$ cat config.mk
export PLATFORM = sky130hd
export DESIGN_NAME = flag_conditional_branch_unit
export DESIGN_NICKNAME = d
export VERILOG_FILES = /design/src/branch_pkg.sv /design/src/branch_target.sv /design/src/flag_conditional_branch_unit.sv
export VERILOG_INCLUDE_DIRS = /design/src
export SDC_FILE = /design/constraint.sdc
export NUM_CORES = 1
export LEC_CHECK = 0
export BUFFER_PORTS_ARGS = -buffer_cell sky130_fd_sc_hd__buf_2
export CORE_MARGIN = 3
export CORE_UTILIZATION = 35
export CTS_CLUSTER_DIAMETER = 150
export DETAILED_ROUTE_END_ITERATION = 12
export PLACE_DENSITY = 0.56
export SYNTH_ARGS = -nofsm -noshare
export SYNTH_HDL_FRONTEND = slang
export SYNTH_SLANG_ARGS = --single-unit
$ cat constraint.sdc
create_clock -name clk -period 2.5 [get_ports clk]
set_clock_uncertainty 0.1 [all_clocks]
set_input_delay 0.125 -clock clk [delete_from_list [all_inputs] [get_ports clk]]
set_output_delay 0.125 -clock clk [all_outputs]
set_load 0.05 [all_outputs]
$ cat src/branch_defines.svh
// Constants for the flag conditional branch unit
`ifndef BRANCH_DEFINES_SVH
`define BRANCH_DEFINES_SVH
`define OPC_HI_NO_OVF   8'hE5
`define OPC_HI_NONZERO  8'hE1
`define PC_W            21
`define PC_RESET        21'h000000
`define PC_STEP         21'h000002
`define FLAG_OVF_BIT    3
`define FLAG_ZERO_BIT   2
`define Q_LAST          2'h3
`define Q_FIRST         2'h0
`define Q_DATA          2'h2
`define Q_STEP          2'h1
`define OPCODE_RESET    16'h0000
`define STATUS_RESET    5'h00
`endif

$ cat src/branch_pkg.sv
// Types for the flag conditional branch unit
package branch_pkg;
  typedef enum logic [1:0] {ST_IDLE, ST_EXEC, ST_FLUSH} exec_state_t;
  typedef logic [20:0] pc_t;
endpackage

$ cat src/branch_target.sv
// Branch target adder: incremented PC plus doubled signed offset
`timescale 1ns/10ps
`default_nettype none
`include "branch_defines.svh"
module branch_target
(
  // Operands
  input  wire logic [20:0] pc_inc,
  input  wire logic [7:0]  offset,
  // Result
  output logic      [20:0] target
);
  logic [20:0] off_x2;
  // Sign extend then double
  assign off_x2 = {{12{offset[7]}}, offset, 1'b0};
  assign target = pc_inc + off_x2;
endmodule // branch_target
`default_nettype wire

$ cat src/flag_conditional_branch_unit.sv
// Decode and execute of the two flag conditional relative branches
`timescale 1ns/10ps
`default_nettype none
`include "branch_defines.svh"
// How it works
// - Upper byte E5 branches only when overflow flag is clear.
// - Upper byte E1 branches only when zero flag is clear.
// - Taken: PC becomes incremented PC plus twice signed low byte.
// - One word; one cycle if not taken, two with flush cycle if taken.
module flag_conditional_branch_unit
(
  // Clock and reset
  input  wire logic              clk,
  input  wire logic              nrst,
  // Instruction in
  input  wire logic              instr_valid,
  input  wire logic [15:0]       opcode,
  input  wire logic [4:0]        status_in,
  input  wire branch_pkg::pc_t   pc_in,
  // Results
  output var  logic              busy,
  output var  logic              pc_load,
  output var  branch_pkg::pc_t   pc_out,
  output var  logic              flush,
  output var  logic              done,
  output var  logic              taken,
  output var  logic [4:0]        status_out
);
  import branch_pkg::*;

  // Sequencer
  exec_state_t state_q;
  logic [1:0]  phase_q;
  // Operands captured at decode
  logic [15:0] opc_q;
  logic [4:0]  stat_q;
  pc_t         pcinc_q;
  // Decode and target
  logic        is_nov;
  logic        is_nz;
  logic        cond;
  pc_t         target;
  // Phase qualifiers
  logic        idle;
  logic        accept;
  logic        exec_data;
  logic        exec_last;
  logic        flush_run;
  logic        flush_last;
  logic        finish;

  // Words offered while busy are dropped, not queued
  assign idle       = state_q == ST_IDLE;
  assign accept     = idle && instr_valid;
  assign exec_data  = state_q == ST_EXEC && phase_q == `Q_DATA;
  assign exec_last  = state_q == ST_EXEC && phase_q == `Q_LAST;
  assign flush_run  = state_q == ST_FLUSH;
  assign flush_last = flush_run && phase_q == `Q_LAST;
  assign finish     = flush_last || (exec_last && !cond);

  // Tested on the flags latched at decode, not the live ones
  assign is_nov = opc_q[15:8] == `OPC_HI_NO_OVF;
  assign is_nz  = opc_q[15:8] == `OPC_HI_NONZERO;
  assign cond   = (is_nov & ~stat_q[`FLAG_OVF_BIT])
                | (is_nz  & ~stat_q[`FLAG_ZERO_BIT]);

  branch_target u_target
  (
    .pc_inc (pcinc_q),
    .offset (opc_q[7:0]),
    .target (target)
  );

  // Q phase counter, four phases per instruction cycle
  always_ff @(posedge clk)
  begin
    if (!nrst)
      phase_q <= `Q_FIRST;
    else if (idle)
      phase_q <= `Q_FIRST;
    else
      phase_q <= phase_q + `Q_STEP;
  end

  // Sequencer; the flush cycle reuses the wrapped phase count,
  // so a taken branch costs exactly one extra instruction cycle
  always_ff @(posedge clk)
  begin
    if (!nrst)
      state_q <= ST_IDLE;
    else
    begin
      unique case (state_q)
        ST_IDLE:
          if (instr_valid)
            state_q <= ST_EXEC;
        ST_EXEC:
          if (phase_q == `Q_LAST)
            state_q <= cond ? ST_FLUSH : ST_IDLE;
        ST_FLUSH:
          if (phase_q == `Q_LAST)
            state_q <= ST_IDLE;
        default:
          state_q <= ST_IDLE;
      endcase
    end
  end

  // Instruction word, held for the whole instruction
  always_ff @(posedge clk)
  begin
    if (!nrst)
      opc_q <= `OPCODE_RESET;
    else if (accept)
      opc_q <= opcode;
  end

  // Flags at decode; later changes on the input are ignored
  always_ff @(posedge clk)
  begin
    if (!nrst)
      stat_q <= `STATUS_RESET;
    else if (accept)
      stat_q <= status_in;
  end

  // Incremented PC, the base of both outcomes
  always_ff @(posedge clk)
  begin
    if (!nrst)
      pcinc_q <= `PC_RESET;
    else if (accept)
      pcinc_q <= pc_in + `PC_STEP;
  end

  // PC load strobe in the cycle after the fourth phase
  always_ff @(posedge clk)
  begin
    if (!nrst)
      pc_load <= 1'b0;
    else
      pc_load <= exec_last;
  end

  // New PC; the not-taken case still reports the sequential address
  always_ff @(posedge clk)
  begin
    if (!nrst)
      pc_out <= `PC_RESET;
    else if (exec_last)
      pc_out <= cond ? target : pcinc_q;
  end

  // Outcome, held until the next instruction decides
  always_ff @(posedge clk)
  begin
    if (!nrst)
      taken <= 1'b0;
    else if (exec_last)
      taken <= cond;
  end

  // Prefetch discard spans the whole extra cycle
  always_ff @(posedge clk)
  begin
    if (!nrst)
      flush <= 1'b0;
    else
      flush <= (exec_last && cond) || (flush_run && !flush_last);
  end

  // Busy drops with done, so a new word may follow at once
  always_ff @(posedge clk)
  begin
    if (!nrst)
      busy <= 1'b0;
    else if (idle)
      busy <= instr_valid;
    else
      busy <= !finish;
  end

  // End of instruction pulse
  always_ff @(posedge clk)
  begin
    if (!nrst)
      done <= 1'b0;
    else
      done <= finish;
  end

  // Flags pass through untouched
  always_ff @(posedge clk)
  begin
    if (!nrst)
      status_out <= `STATUS_RESET;
    else if (exec_data)
      status_out <= stat_q;
  end

endmodule // flag_conditional_branch_unit
`default_nettype wire

==> impl_metrics.env, run 1 <==
export IMPL_outcome="finished with violations"
export IMPL_violations="hold timing"
export IMPL_place_inst=736
export IMPL_drtPass1Iterations=5
export IMPL_postRouteAntennaNets=0
export IMPL_setup_viol=0
export IMPL_gp_congestion=0.898
export IMPL_ioPinCount=76
export IMPL_synth_top_flop_cell="dfxtp_1"
export IMPL_routed_wl_um=11600
export IMPL_fmax_mhz=421
export IMPL_path_clk_slew_ns=0.07
export IMPL_vias_per_cell=5.26
export IMPL_clock_path_buffers=2
export IMPL_drive_gt1_share_pct=18.4
export IMPL_die_x_um=115
export IMPL_vdd_drop_max_mv=0.359
export IMPL_final_nets=698
export IMPL_syn_inst=531
export IMPL_synth_top_area_share_pct=37.1
export IMPL_dieArea_mm2=0.0132
export IMPL_coreArea_mm2=0.0115
export IMPL_crit_fanout=5
export IMPL_yosys_top_cells_area="dfxtp_1 (37%), nand2_1 (8.4%), a21oi_1 (7.5%)"
export IMPL_syn_to_final_growth_pct=27.2
export IMPL_grt_antenna_before_repair=0
export IMPL_antenna_cells=0
export IMPL_drv_slew=0
export IMPL_synthDistinctLibCells=50
export IMPL_clock_latency_ns=0.34
export IMPL_min_path_type="in2reg"
export IMPL_power_leakage_nw=2.28
export IMPL_powerDensity_mw_per_mm2=576
export IMPL_critical_path_class="reg2reg"
export IMPL_cts_root_buf="clkbuf_16"
export IMPL_cts_tree="done"
export IMPL_drc=0
export IMPL_hold_ws_ns=-0.00508
export IMPL_drtIter0Drc=230
export IMPL_grt_remaining_overflow=0
export IMPL_start_kind="register"
export IMPL_period_share_pct=94.9
export IMPL_io_buffers=75
export IMPL_rsz0062_at_grt="yes"
export IMPL_endpoint_kind="register"
export IMPL_synthesis_area_mm2=0.00415
export IMPL_grt_usage_pct=18.0
export IMPL_rows=39
export IMPL_wl_per_cell_um=15.0
export IMPL_hpwl_um=8490
export IMPL_maxSlewHeadroom_pct=73.6
export IMPL_stdcell_count=778
export IMPL_synth_avg_cell_area_um2=7.82
export IMPL_synth_edf_count=0
export IMPL_start_util_pct=36.0
export IMPL_h_tree_depth=3
export IMPL_cts_buffers=9
export IMPL_arrival_ns=2.55
export IMPL_hold_viol_final=1
export IMPL_worst_pin_slew_ns=0.395
export IMPL_yosysTopAreaCell="dfxtp_1"
export IMPL_grt_max_degree=34
export IMPL_syn_num_nets=599
export IMPL_final_common_cell="nand2_1"
export IMPL_synth_seq_cells=77
export IMPL_ys_warn_count=0
export IMPL_placed_area_mm2=0.00472
export IMPL_vias=4095
export IMPL_ys_seq_area_share_pct=37.1
export IMPL_finalInstanceArea_mm2=0.00528
export IMPL_async_flop_share_pct=0
export IMPL_fin_crit_ns=2.37
export IMPL_layout_common_cells="nand2_1 (93), dfxtp_1 (76), buf_2 (75), a21oi_1 (60), nor2_1 (45)"
export IMPL_die_y_um=115
export IMPL_cap_violations=0
export IMPL_cts_sinks=77
export IMPL_grt_pass1_vias=3872
export IMPL_grt_pass1_wl_um=18900
export IMPL_worst_ep_required_time_ns=2.68
per-stage QoR:
step	power (W)	util (%)	TNS, ns	setup slack [ns]
after global routing	0.00317	45.8	-0.00674	-0.00674
after detailed placement	0.00175	41.0	0	0.0998
after CTS	0.00306	45.8	0	0.0665
after floorplan	0.00162	-	0	0.165
final	0.00304	45.8	0	0.127
after global placement	0.00175	41.0	0	0.188
final cells by class:
cell class / count / area [um2]
Fill cell: 1148 / 6240
Multi-Input combinational cell: 411 / 2450
Sequential cell: 77 / 1540
Timing Repair Buffer: 116 / 761
Clock buffer: 10 / 239
Tap cell: 143 / 179
Inverter: 15 / 56.3
Clock inverter: 6 / 52.6
worst paths after layout:
kind	cells past startpoint	startpoint	slack [ns]	end
min	3	opcode[7]	-0.005	opc_q[7]
max reg2reg	8	pcinc_q[5]	0.13	pc_out[10]
min reg2reg	1	phase_q[0]	0.36	phase_q[0]
max	8	pcinc_q[5]	0.13	pc_out[10]
worst max-delay path: stages, from the launching register on:
cell and delay, ns:
dfxtp_1 0.41, ha_1 0.33, a21o_1 0.23, a31o_2 0.25, o211ai_1 0.24, a21boi_1 0.13, o21ai_1 0.15, mux2_1 0.34
a21oi_1 0.14
flip-flops by register name, indices dropped and copies added (netlist names):
| name | cells |
|---|---|
| status_out | 5 |
| taken | 1 |
| pcinc_q | 21 |
| stat_q | 5 |
| busy | 1 |
| pc_load | 1 |
| done | 1 |
| flush | 1 |
| phase_q | 2 |
| opc_q | 16 |
| state_q | 2 |
| pc_out | 21 |
per-layer routing:
layer | part of all wire (%) | routed length [um] | vias to the layer above | global-route usage, %
li1 | - | - | 2084 | -
met1 | 48 | 5540 | 1883 | 24.8
met3 | 5.5 | 643 | 17 | 3.37
met4 | 1.8 | 214 | 0 | 7.75
met2 | 45 | 5240 | 111 | 27.6
met5 | 0 | 0 | - | 0
cells by family (layout without fill, tap and decap cells):
group | Yosys count | in the layout | share of synthesized area (%)
AOI/OAI and AO/OA | 151 | 151 | 22.5
buffers and inverters | 43 | 147 | 4.13
muxes | 6 | 6 | 1.48
and+or+nand+nor | 207 | 207 | 22.6
adders and majority gates | 23 | 23 | 7.11
DFF | 77 | 77 | 37.1
xor gates and xnor gates | 24 | 24 | 5.06
power breakdown:
group,total (W),internal [W],switching (W)
combinational,0.000441,0.000195,0.000246
clock,0.00128,0.000715,0.000562
sequential,0.00132,0.00128,0.0000457
total,0.00304,0.00219,0.000853
synthesized netlist by cell type, types with 5 or more instances:
| master | n |
|---|---|
| a211oi_1 | 18 |
| a21o_1 | 9 |
| a21oi_1 | 62 |
| a311oi_1 | 7 |
| a31oi_1 | 6 |
| and3_1 | 12 |
| buf_2 | 8 |
| clkbuf_1 | 18 |
| dfxtp_1 | 77 |
| ha_1 | 22 |
| inv_1 | 14 |
| mux2i_1 | 5 |
| nand2_1 | 93 |
| nand3_1 | 19 |
| nor2_1 | 45 |
| nor2b_1 | 6 |
| nor3_1 | 7 |
| o21ai_0 | 19 |
| o22ai_1 | 5 |
| or3_1 | 9 |
| xnor2_1 | 8 |
| xor2_1 | 16 |
timing repair:
| action | in CTS | in global routing |
|---|---|---|
| resized for setup | 0 | 4 |
| hold buffers | 26 | 0 |
| hold endpoints to repair | 26 | 0 |
| setup buffers | 0 | 0 |
| endpoints found under the setup margin | 0 | 6 |
Power figures use the tool's default switching activity.
==> inputs of run 2 (changes only) <==
==> constraint.sdc (replaced) <==
create_clock -name clk -period 2.2 [get_ports clk]
set_clock_uncertainty 0.1 [all_clocks]
set_input_delay 0.11 -clock clk [delete_from_list [all_inputs] [get_ports clk]]
set_output_delay 0.11 -clock clk [all_outputs]
set_load 0.05 [all_outputs]
==> impl_metrics.env, run 2 (same netlist as run 1, synthesis figures left out) <==
export IMPL_hp_start="pc_in[14]"
export IMPL_setup_tns_ns=0
export IMPL_r2r_slack_ns=0.01
export IMPL_seqPwrFrac_pct=37.8
export IMPL_fmax_mhz=457
export IMPL_pwr_share_comb_pct=15.7
export IMPL_hpwl_um=8730
export IMPL_r2r_worst_path_cells=10
export IMPL_io_buffers=75
export IMPL_critical_path_class="reg2reg"
export IMPL_postRouteAntennaNets=0
export IMPL_coreArea_mm2=0.0115
export IMPL_clock_path_buffers=2
export IMPL_vias_per_cell=5.19
export IMPL_rows=39
export IMPL_vias=4195
export IMPL_p_switching_w=0.000992
export IMPL_p_int_w=0.00298
export IMPL_fin_crit_ns=2.19
export IMPL_wl_per_cell_um=15.3
export IMPL_start_util_pct=36.0
export IMPL_total_power_w=0.00398
export IMPL_min_path_type="in2reg"
export IMPL_fill_cells=1109
export IMPL_ioPinCount=76
export IMPL_routed_wl_um=12400
export IMPL_drc=0
export IMPL_cap_violations=0
export IMPL_drtIter0Drc=224
export IMPL_grt_antenna_before_repair=0
export IMPL_h_tree_depth=3
export IMPL_drive_gt1_share_pct=29.0
export IMPL_hold_end="pcinc_q[14]"
export IMPL_powerDensity_mw_per_mm2=677
export IMPL_gp_congestion=0.867
export IMPL_path_clk_slew_ns=0.07
export IMPL_hold_ws_ns=0.0125
export IMPL_r2r_start="pcinc_q[1]"
export IMPL_critPathBufInv=1
export IMPL_final_common_cell="nand2_1"
export IMPL_endpoint_kind="register"
export IMPL_worst_pin_slew_ns=0.435
export IMPL_crit_fanout=3
export IMPL_antenna_cells=0
export IMPL_cts_buffers=9
export IMPL_whs_path_depth=3
export IMPL_r2r_end="pc_out[13]"
export IMPL_grt_pass1_vias=4129
export IMPL_cpLargestDelayFamily="compound AO/OA/AOI/OAI gates"
export IMPL_hold_viol_final=0
export IMPL_power_frac_clock_pct=46.5
export IMPL_setup_viol=0
export IMPL_cpPeakStageDelay_ns=0.37
export IMPL_grt_pass1_wl_um=20200
export IMPL_reg_top3="pc_out: 21 flops, pcinc_q: 21 flops, opc_q: 16 flops"
export IMPL_cts_root_buf="clkbuf_16"
export IMPL_switching_share_pct=24.9
export IMPL_final_nets=729
export IMPL_cts_tree="done"
export IMPL_clock_latency_ns=0.34
export IMPL_start_kind="register"
export IMPL_die_y_um=115
export IMPL_power_leakage_nw=2.52
export IMPL_grt_usage_pct=19.1
export IMPL_drv_slew=0
export IMPL_worst_ep_required_time_ns=2.31
export IMPL_die_x_um=115
export IMPL_rsz0062_at_grt="yes"
export IMPL_drtPass1Iterations=5
export IMPL_syn_to_final_growth_pct=41.4
export IMPL_vdd_drop_max_mv=0.291
export IMPL_dieArea_mm2=0.0132
export IMPL_maxSlewHeadroom_pct=70.8
export IMPL_cp_cell_sequence="ha_4 > inv_2 > fa_2 > nor2b_4 > o2111ai_4 > a21oi_2 > or3b_1 > a31oi_2 > xor2_1 > o22ai_1"
export IMPL_period_share_pct=99.6
export IMPL_arrival_ns=2.30
export IMPL_cts_sinks=77
export IMPL_slowest_stage="or3b_1"
export IMPL_grt_max_degree=49
export IMPL_outcome="finished clean"
export IMPL_layout_common_cells="nand2_1 (91), buf_2 (75), dfxtp_1 (72), a21oi_1 (54), nor2_1 (42)"
export IMPL_grt_remaining_overflow=0
run 2: power by group through the flow:
stage	sequential (W)	clock (W)	combinational (W)
floorplan	0.00152	0	0.000313
global placement	0.00152	0	0.000519
detailed placement	0.00153	0	0.000522
CTS	0.00150	0.00189	0.000572
global route	0.00151	0.00195	0.000691
finish	0.00150	0.00185	0.000625
run 2: how the worst max path moves through the flow:
| stage | from | end | slack, ns | cells past startpoint |
|---|---|---|---|---|
| after floorplan | opc_q[7] | pc_out[17] | 0.02 | 8 |
| after global placement | opc_q[0] | pc_out[19] | -0.1 | 10 |
| after detailed placement | pcinc_q[1] | pc_out[19] | -0.11 | 10 |
| after CTS | pcinc_q[5] | pc_out[10] | 0.0008 | 8 |
| after global routing | opc_q[0] | pc_out[13] | -0.09 | 10 |
| final | pcinc_q[1] | pc_out[13] | 0.01 | 10 |
run 2: worst register-to-register path: stages (launching register included):
cell and delay (ns):
dfxtp_2 0.34, ha_4 0.16, inv_2 0.05, fa_2 0.22, nor2b_4 0.06, o2111ai_4 0.22
a21oi_2 0.12, or3b_1 0.37, a31oi_2 0.17, xor2_1 0.17, o22ai_1 0.10
run 2: layout make-up:
cell class,instances,area (um2),share of cell area [%]
tap,143,179,3.05
timing repair buffer,147,1020,17.4
sequential,77,1550,26.4
multi-input combinational,411,2690,45.9
inverter,15,56.3,0.959
clock inverter,7,146,2.49
clock buffer,9,225,3.84
run 2: routing by layer:
metal	track usage, %	up-vias	part of all wire (%)
li1	-	2154	-
met1	26.0	1929	48
met2	30.2	102	46
met3	4.37	10	5.7
met4	5.56	0	1.0
met5	0	-	0
run 2: what timing repair did:
item	in CTS	in global routing
hold buffers	27	0
resized for setup	12	50
pin swaps	7	20
hold endpoints to repair	27	0
setup buffers	2	4
endpoints found under the setup margin	6	19
run 2: stage by stage:
| step | cells | utilization, % | worst slack, ns | area, um2 |
|---|---|---|---|---|
| floorplan | 531 | - | 0.0165 | 4150 |
| global placement | 761 | 42.7 | -0.0989 | 4920 |
| detailed placement | 761 | 42.7 | -0.113 | 4920 |
| CTS | 806 | 48.8 | 0.000837 | 5620 |
| global route | 809 | 51.0 | -0.0943 | 5870 |
| finish | 809 | 51.0 | 0.00963 | 5870 |
==> inputs of run 3 (changes only) <==
--- a/config.mk
+++ b/config.mk
@@ -11,6 +11,7 @@
 export CORE_UTILIZATION = 35
 export CTS_CLUSTER_DIAMETER = 150
 export DETAILED_ROUTE_END_ITERATION = 12
+export MAX_ROUTING_LAYER = met4
 export PLACE_DENSITY = 0.56
 export SYNTH_ARGS = -nofsm -noshare
 export SYNTH_HDL_FRONTEND = slang
==> impl_metrics.env, run 3 (same netlist as run 1, synthesis figures left out) <==
export IMPL_antenna_cells=0
export IMPL_grt_max_degree=49
export IMPL_vias=4155
export IMPL_drv_slew=0
export IMPL_fmax_mhz=445
export IMPL_period_share_pct=102
export IMPL_utilization_pct=49.8
export IMPL_busiest_layer="met2"
export IMPL_coreArea_mm2=0.0115
export IMPL_vias_per_cell=5.13
export IMPL_drtPass1Iterations=4
export IMPL_rsz0062_at_grt="yes"
export IMPL_arrival_ns=2.43
export IMPL_r2r_worst_path_cells=9
export IMPL_grt_antenna_before_repair=0
export IMPL_cts_root_buf="clkbuf_16"
export IMPL_setup_viol=4
export IMPL_r2r_end="pc_out[20]"
export IMPL_die_x_um=115
export IMPL_worst_pin_slew_ns=0.486
export IMPL_critical_path_class="reg2reg"
export IMPL_syn_to_final_growth_pct=38.0
export IMPL_maxSlewHeadroom_pct=67.3
export IMPL_io_buffers=75
export IMPL_postRouteAntennaNets=0
export IMPL_vdd_drop_max_mv=0.360
export IMPL_wl_per_cell_um=15.0
export IMPL_die_y_um=115
export IMPL_place_inst=764
export IMPL_gp_congestion=0.930
export IMPL_cts_buffers=9
export IMPL_grt_usage_pct=19.3
export IMPL_endpoint_kind="register"
export IMPL_rows=39
export IMPL_grt_use_met1_pct=26.3
export IMPL_hold_viol_final=0
export IMPL_r2r_start="opc_q[7]"
export IMPL_drtIter0Drc=198
export IMPL_grt_pass1_vias=3969
export IMPL_drc=0
export IMPL_powerDensity_mw_per_mm2=644
export IMPL_cts_sinks=77
export IMPL_clock_latency_ns=0.33
export IMPL_whs_path_depth=3
export IMPL_ioPinCount=76
export IMPL_outcome="finished with violations"
export IMPL_grtUsageMet3_pct=3.26
export IMPL_grt_pass1_wl_um=19800
export IMPL_final_common_cell="nand2_1"
export IMPL_power_leakage_nw=2.48
export IMPL_hpwl_um=8720
export IMPL_drive_gt1_share_pct=26.4
export IMPL_fin_crit_ns=2.25
export IMPL_cap_violations=0
export IMPL_use_met2_pct=29.5
export IMPL_hold_end="pc_out[10]"
export IMPL_dieArea_mm2=0.0132
export IMPL_path_clk_slew_ns=0.06
export IMPL_fill_cells=1114
export IMPL_crit_fanout=9
export IMPL_crit_start="opc_q[7]"
export IMPL_final_nets=730
export IMPL_start_kind="register"
export IMPL_min_path_type="in2reg"
export IMPL_r2r_slack_ns=-0.05
export IMPL_reg_top3="pc_out: 21 flops, pcinc_q: 21 flops, opc_q: 16 flops"
export IMPL_stdcell_count=810
export IMPL_layout_common_cells="nand2_1 (91), buf_2 (75), dfxtp_1 (72), a21oi_1 (58)"
export IMPL_h_tree_depth=3
export IMPL_worst_ep_required_time_ns=2.38
export IMPL_clock_path_buffers=2
export IMPL_routed_wl_um=12200
export IMPL_hp_start="nrst"
export IMPL_layout_setup_ws_ns=-0.0481
export IMPL_start_util_pct=36.0
export IMPL_grt_remaining_overflow=0
export IMPL_violations="setup timing"
export IMPL_cts_tree="done"
[run 3: timing repair]
action	CTS	global route
pin swaps	9	17
setup endpoints to repair	10	19
resized for setup	12	28
hold endpoints to repair	27	0
setup buffers	1	2
hold buffers	27	0
[run 3: power breakdown]
part / switching [W] / internal, W
clock: 0.000599 / 0.000987
sequential: 0.0000478 / 0.00145
combinational: 0.000311 / 0.000291
[run 3: worst max path at each step]
stage / to / cells past startpoint / slack [ns]
final: pc_out[20] / 9 / -0.05
after global routing: pc_out[20] / 9 / -0.15
after CTS: pc_out[17] / 10 / -0.02
after floorplan: pc_out[17] / 8 / 0.02
after global placement: pc_out[19] / 10 / -0.08
after detailed placement: pc_out[19] / 10 / -0.12
[run 3: final cells by class]
type | count | area [um2] | share of cell area (%)
clock inverters | 7 | 90.1 | 1.57
inverters | 15 | 56.3 | 0.983
well taps | 143 | 179 | 3.12
repair buffers | 148 | 1020 | 17.7
multi-input cells | 411 | 2610 | 45.6
clock buffers | 9 | 225 | 3.93
flip-flops and latches | 77 | 1550 | 27.1
[run 3: per-stage QoR]
stage | area [um2] | hold WS (ns) | power (W) | setup TNS [ns] | setup WS, ns
CTS | 5600 | 0.0149 | 0.00369 | -0.0792 | -0.0236
detailed placement | 4940 | 0.256 | 0.00205 | -0.469 | -0.122
floorplan | 4150 | 0.106 | 0.00184 | 0 | 0.0165
finish | 5730 | 0.0183 | 0.00369 | -0.125 | -0.0481
global placement | 4940 | 0.242 | 0.00205 | -0.252 | -0.0771
global route | 5730 | 0.0395 | 0.00385 | -0.903 | -0.148
[run 3: routing by layer]
| metal | wire length, um | share of wire [%] |
|---|---|---|
| met5 | 0 | 0 |
| met3 | 517 | 4.3 |
| met4 | 155 | 1.3 |
| met1 | 5930 | 49 |
| met2 | 5550 | 46 |
[run 3: critical path, cell delays in order (launching register included)]
cell and delay, ns:
dfxtp_4 0.39, ha_1 0.34, a211o_1 0.30, a21oi_2 0.19, buf_4 0.13, o21ai_0 0.08
a21o_1 0.21, nor4_1 0.28, mux2i_1 0.13, nand2_1 0.07
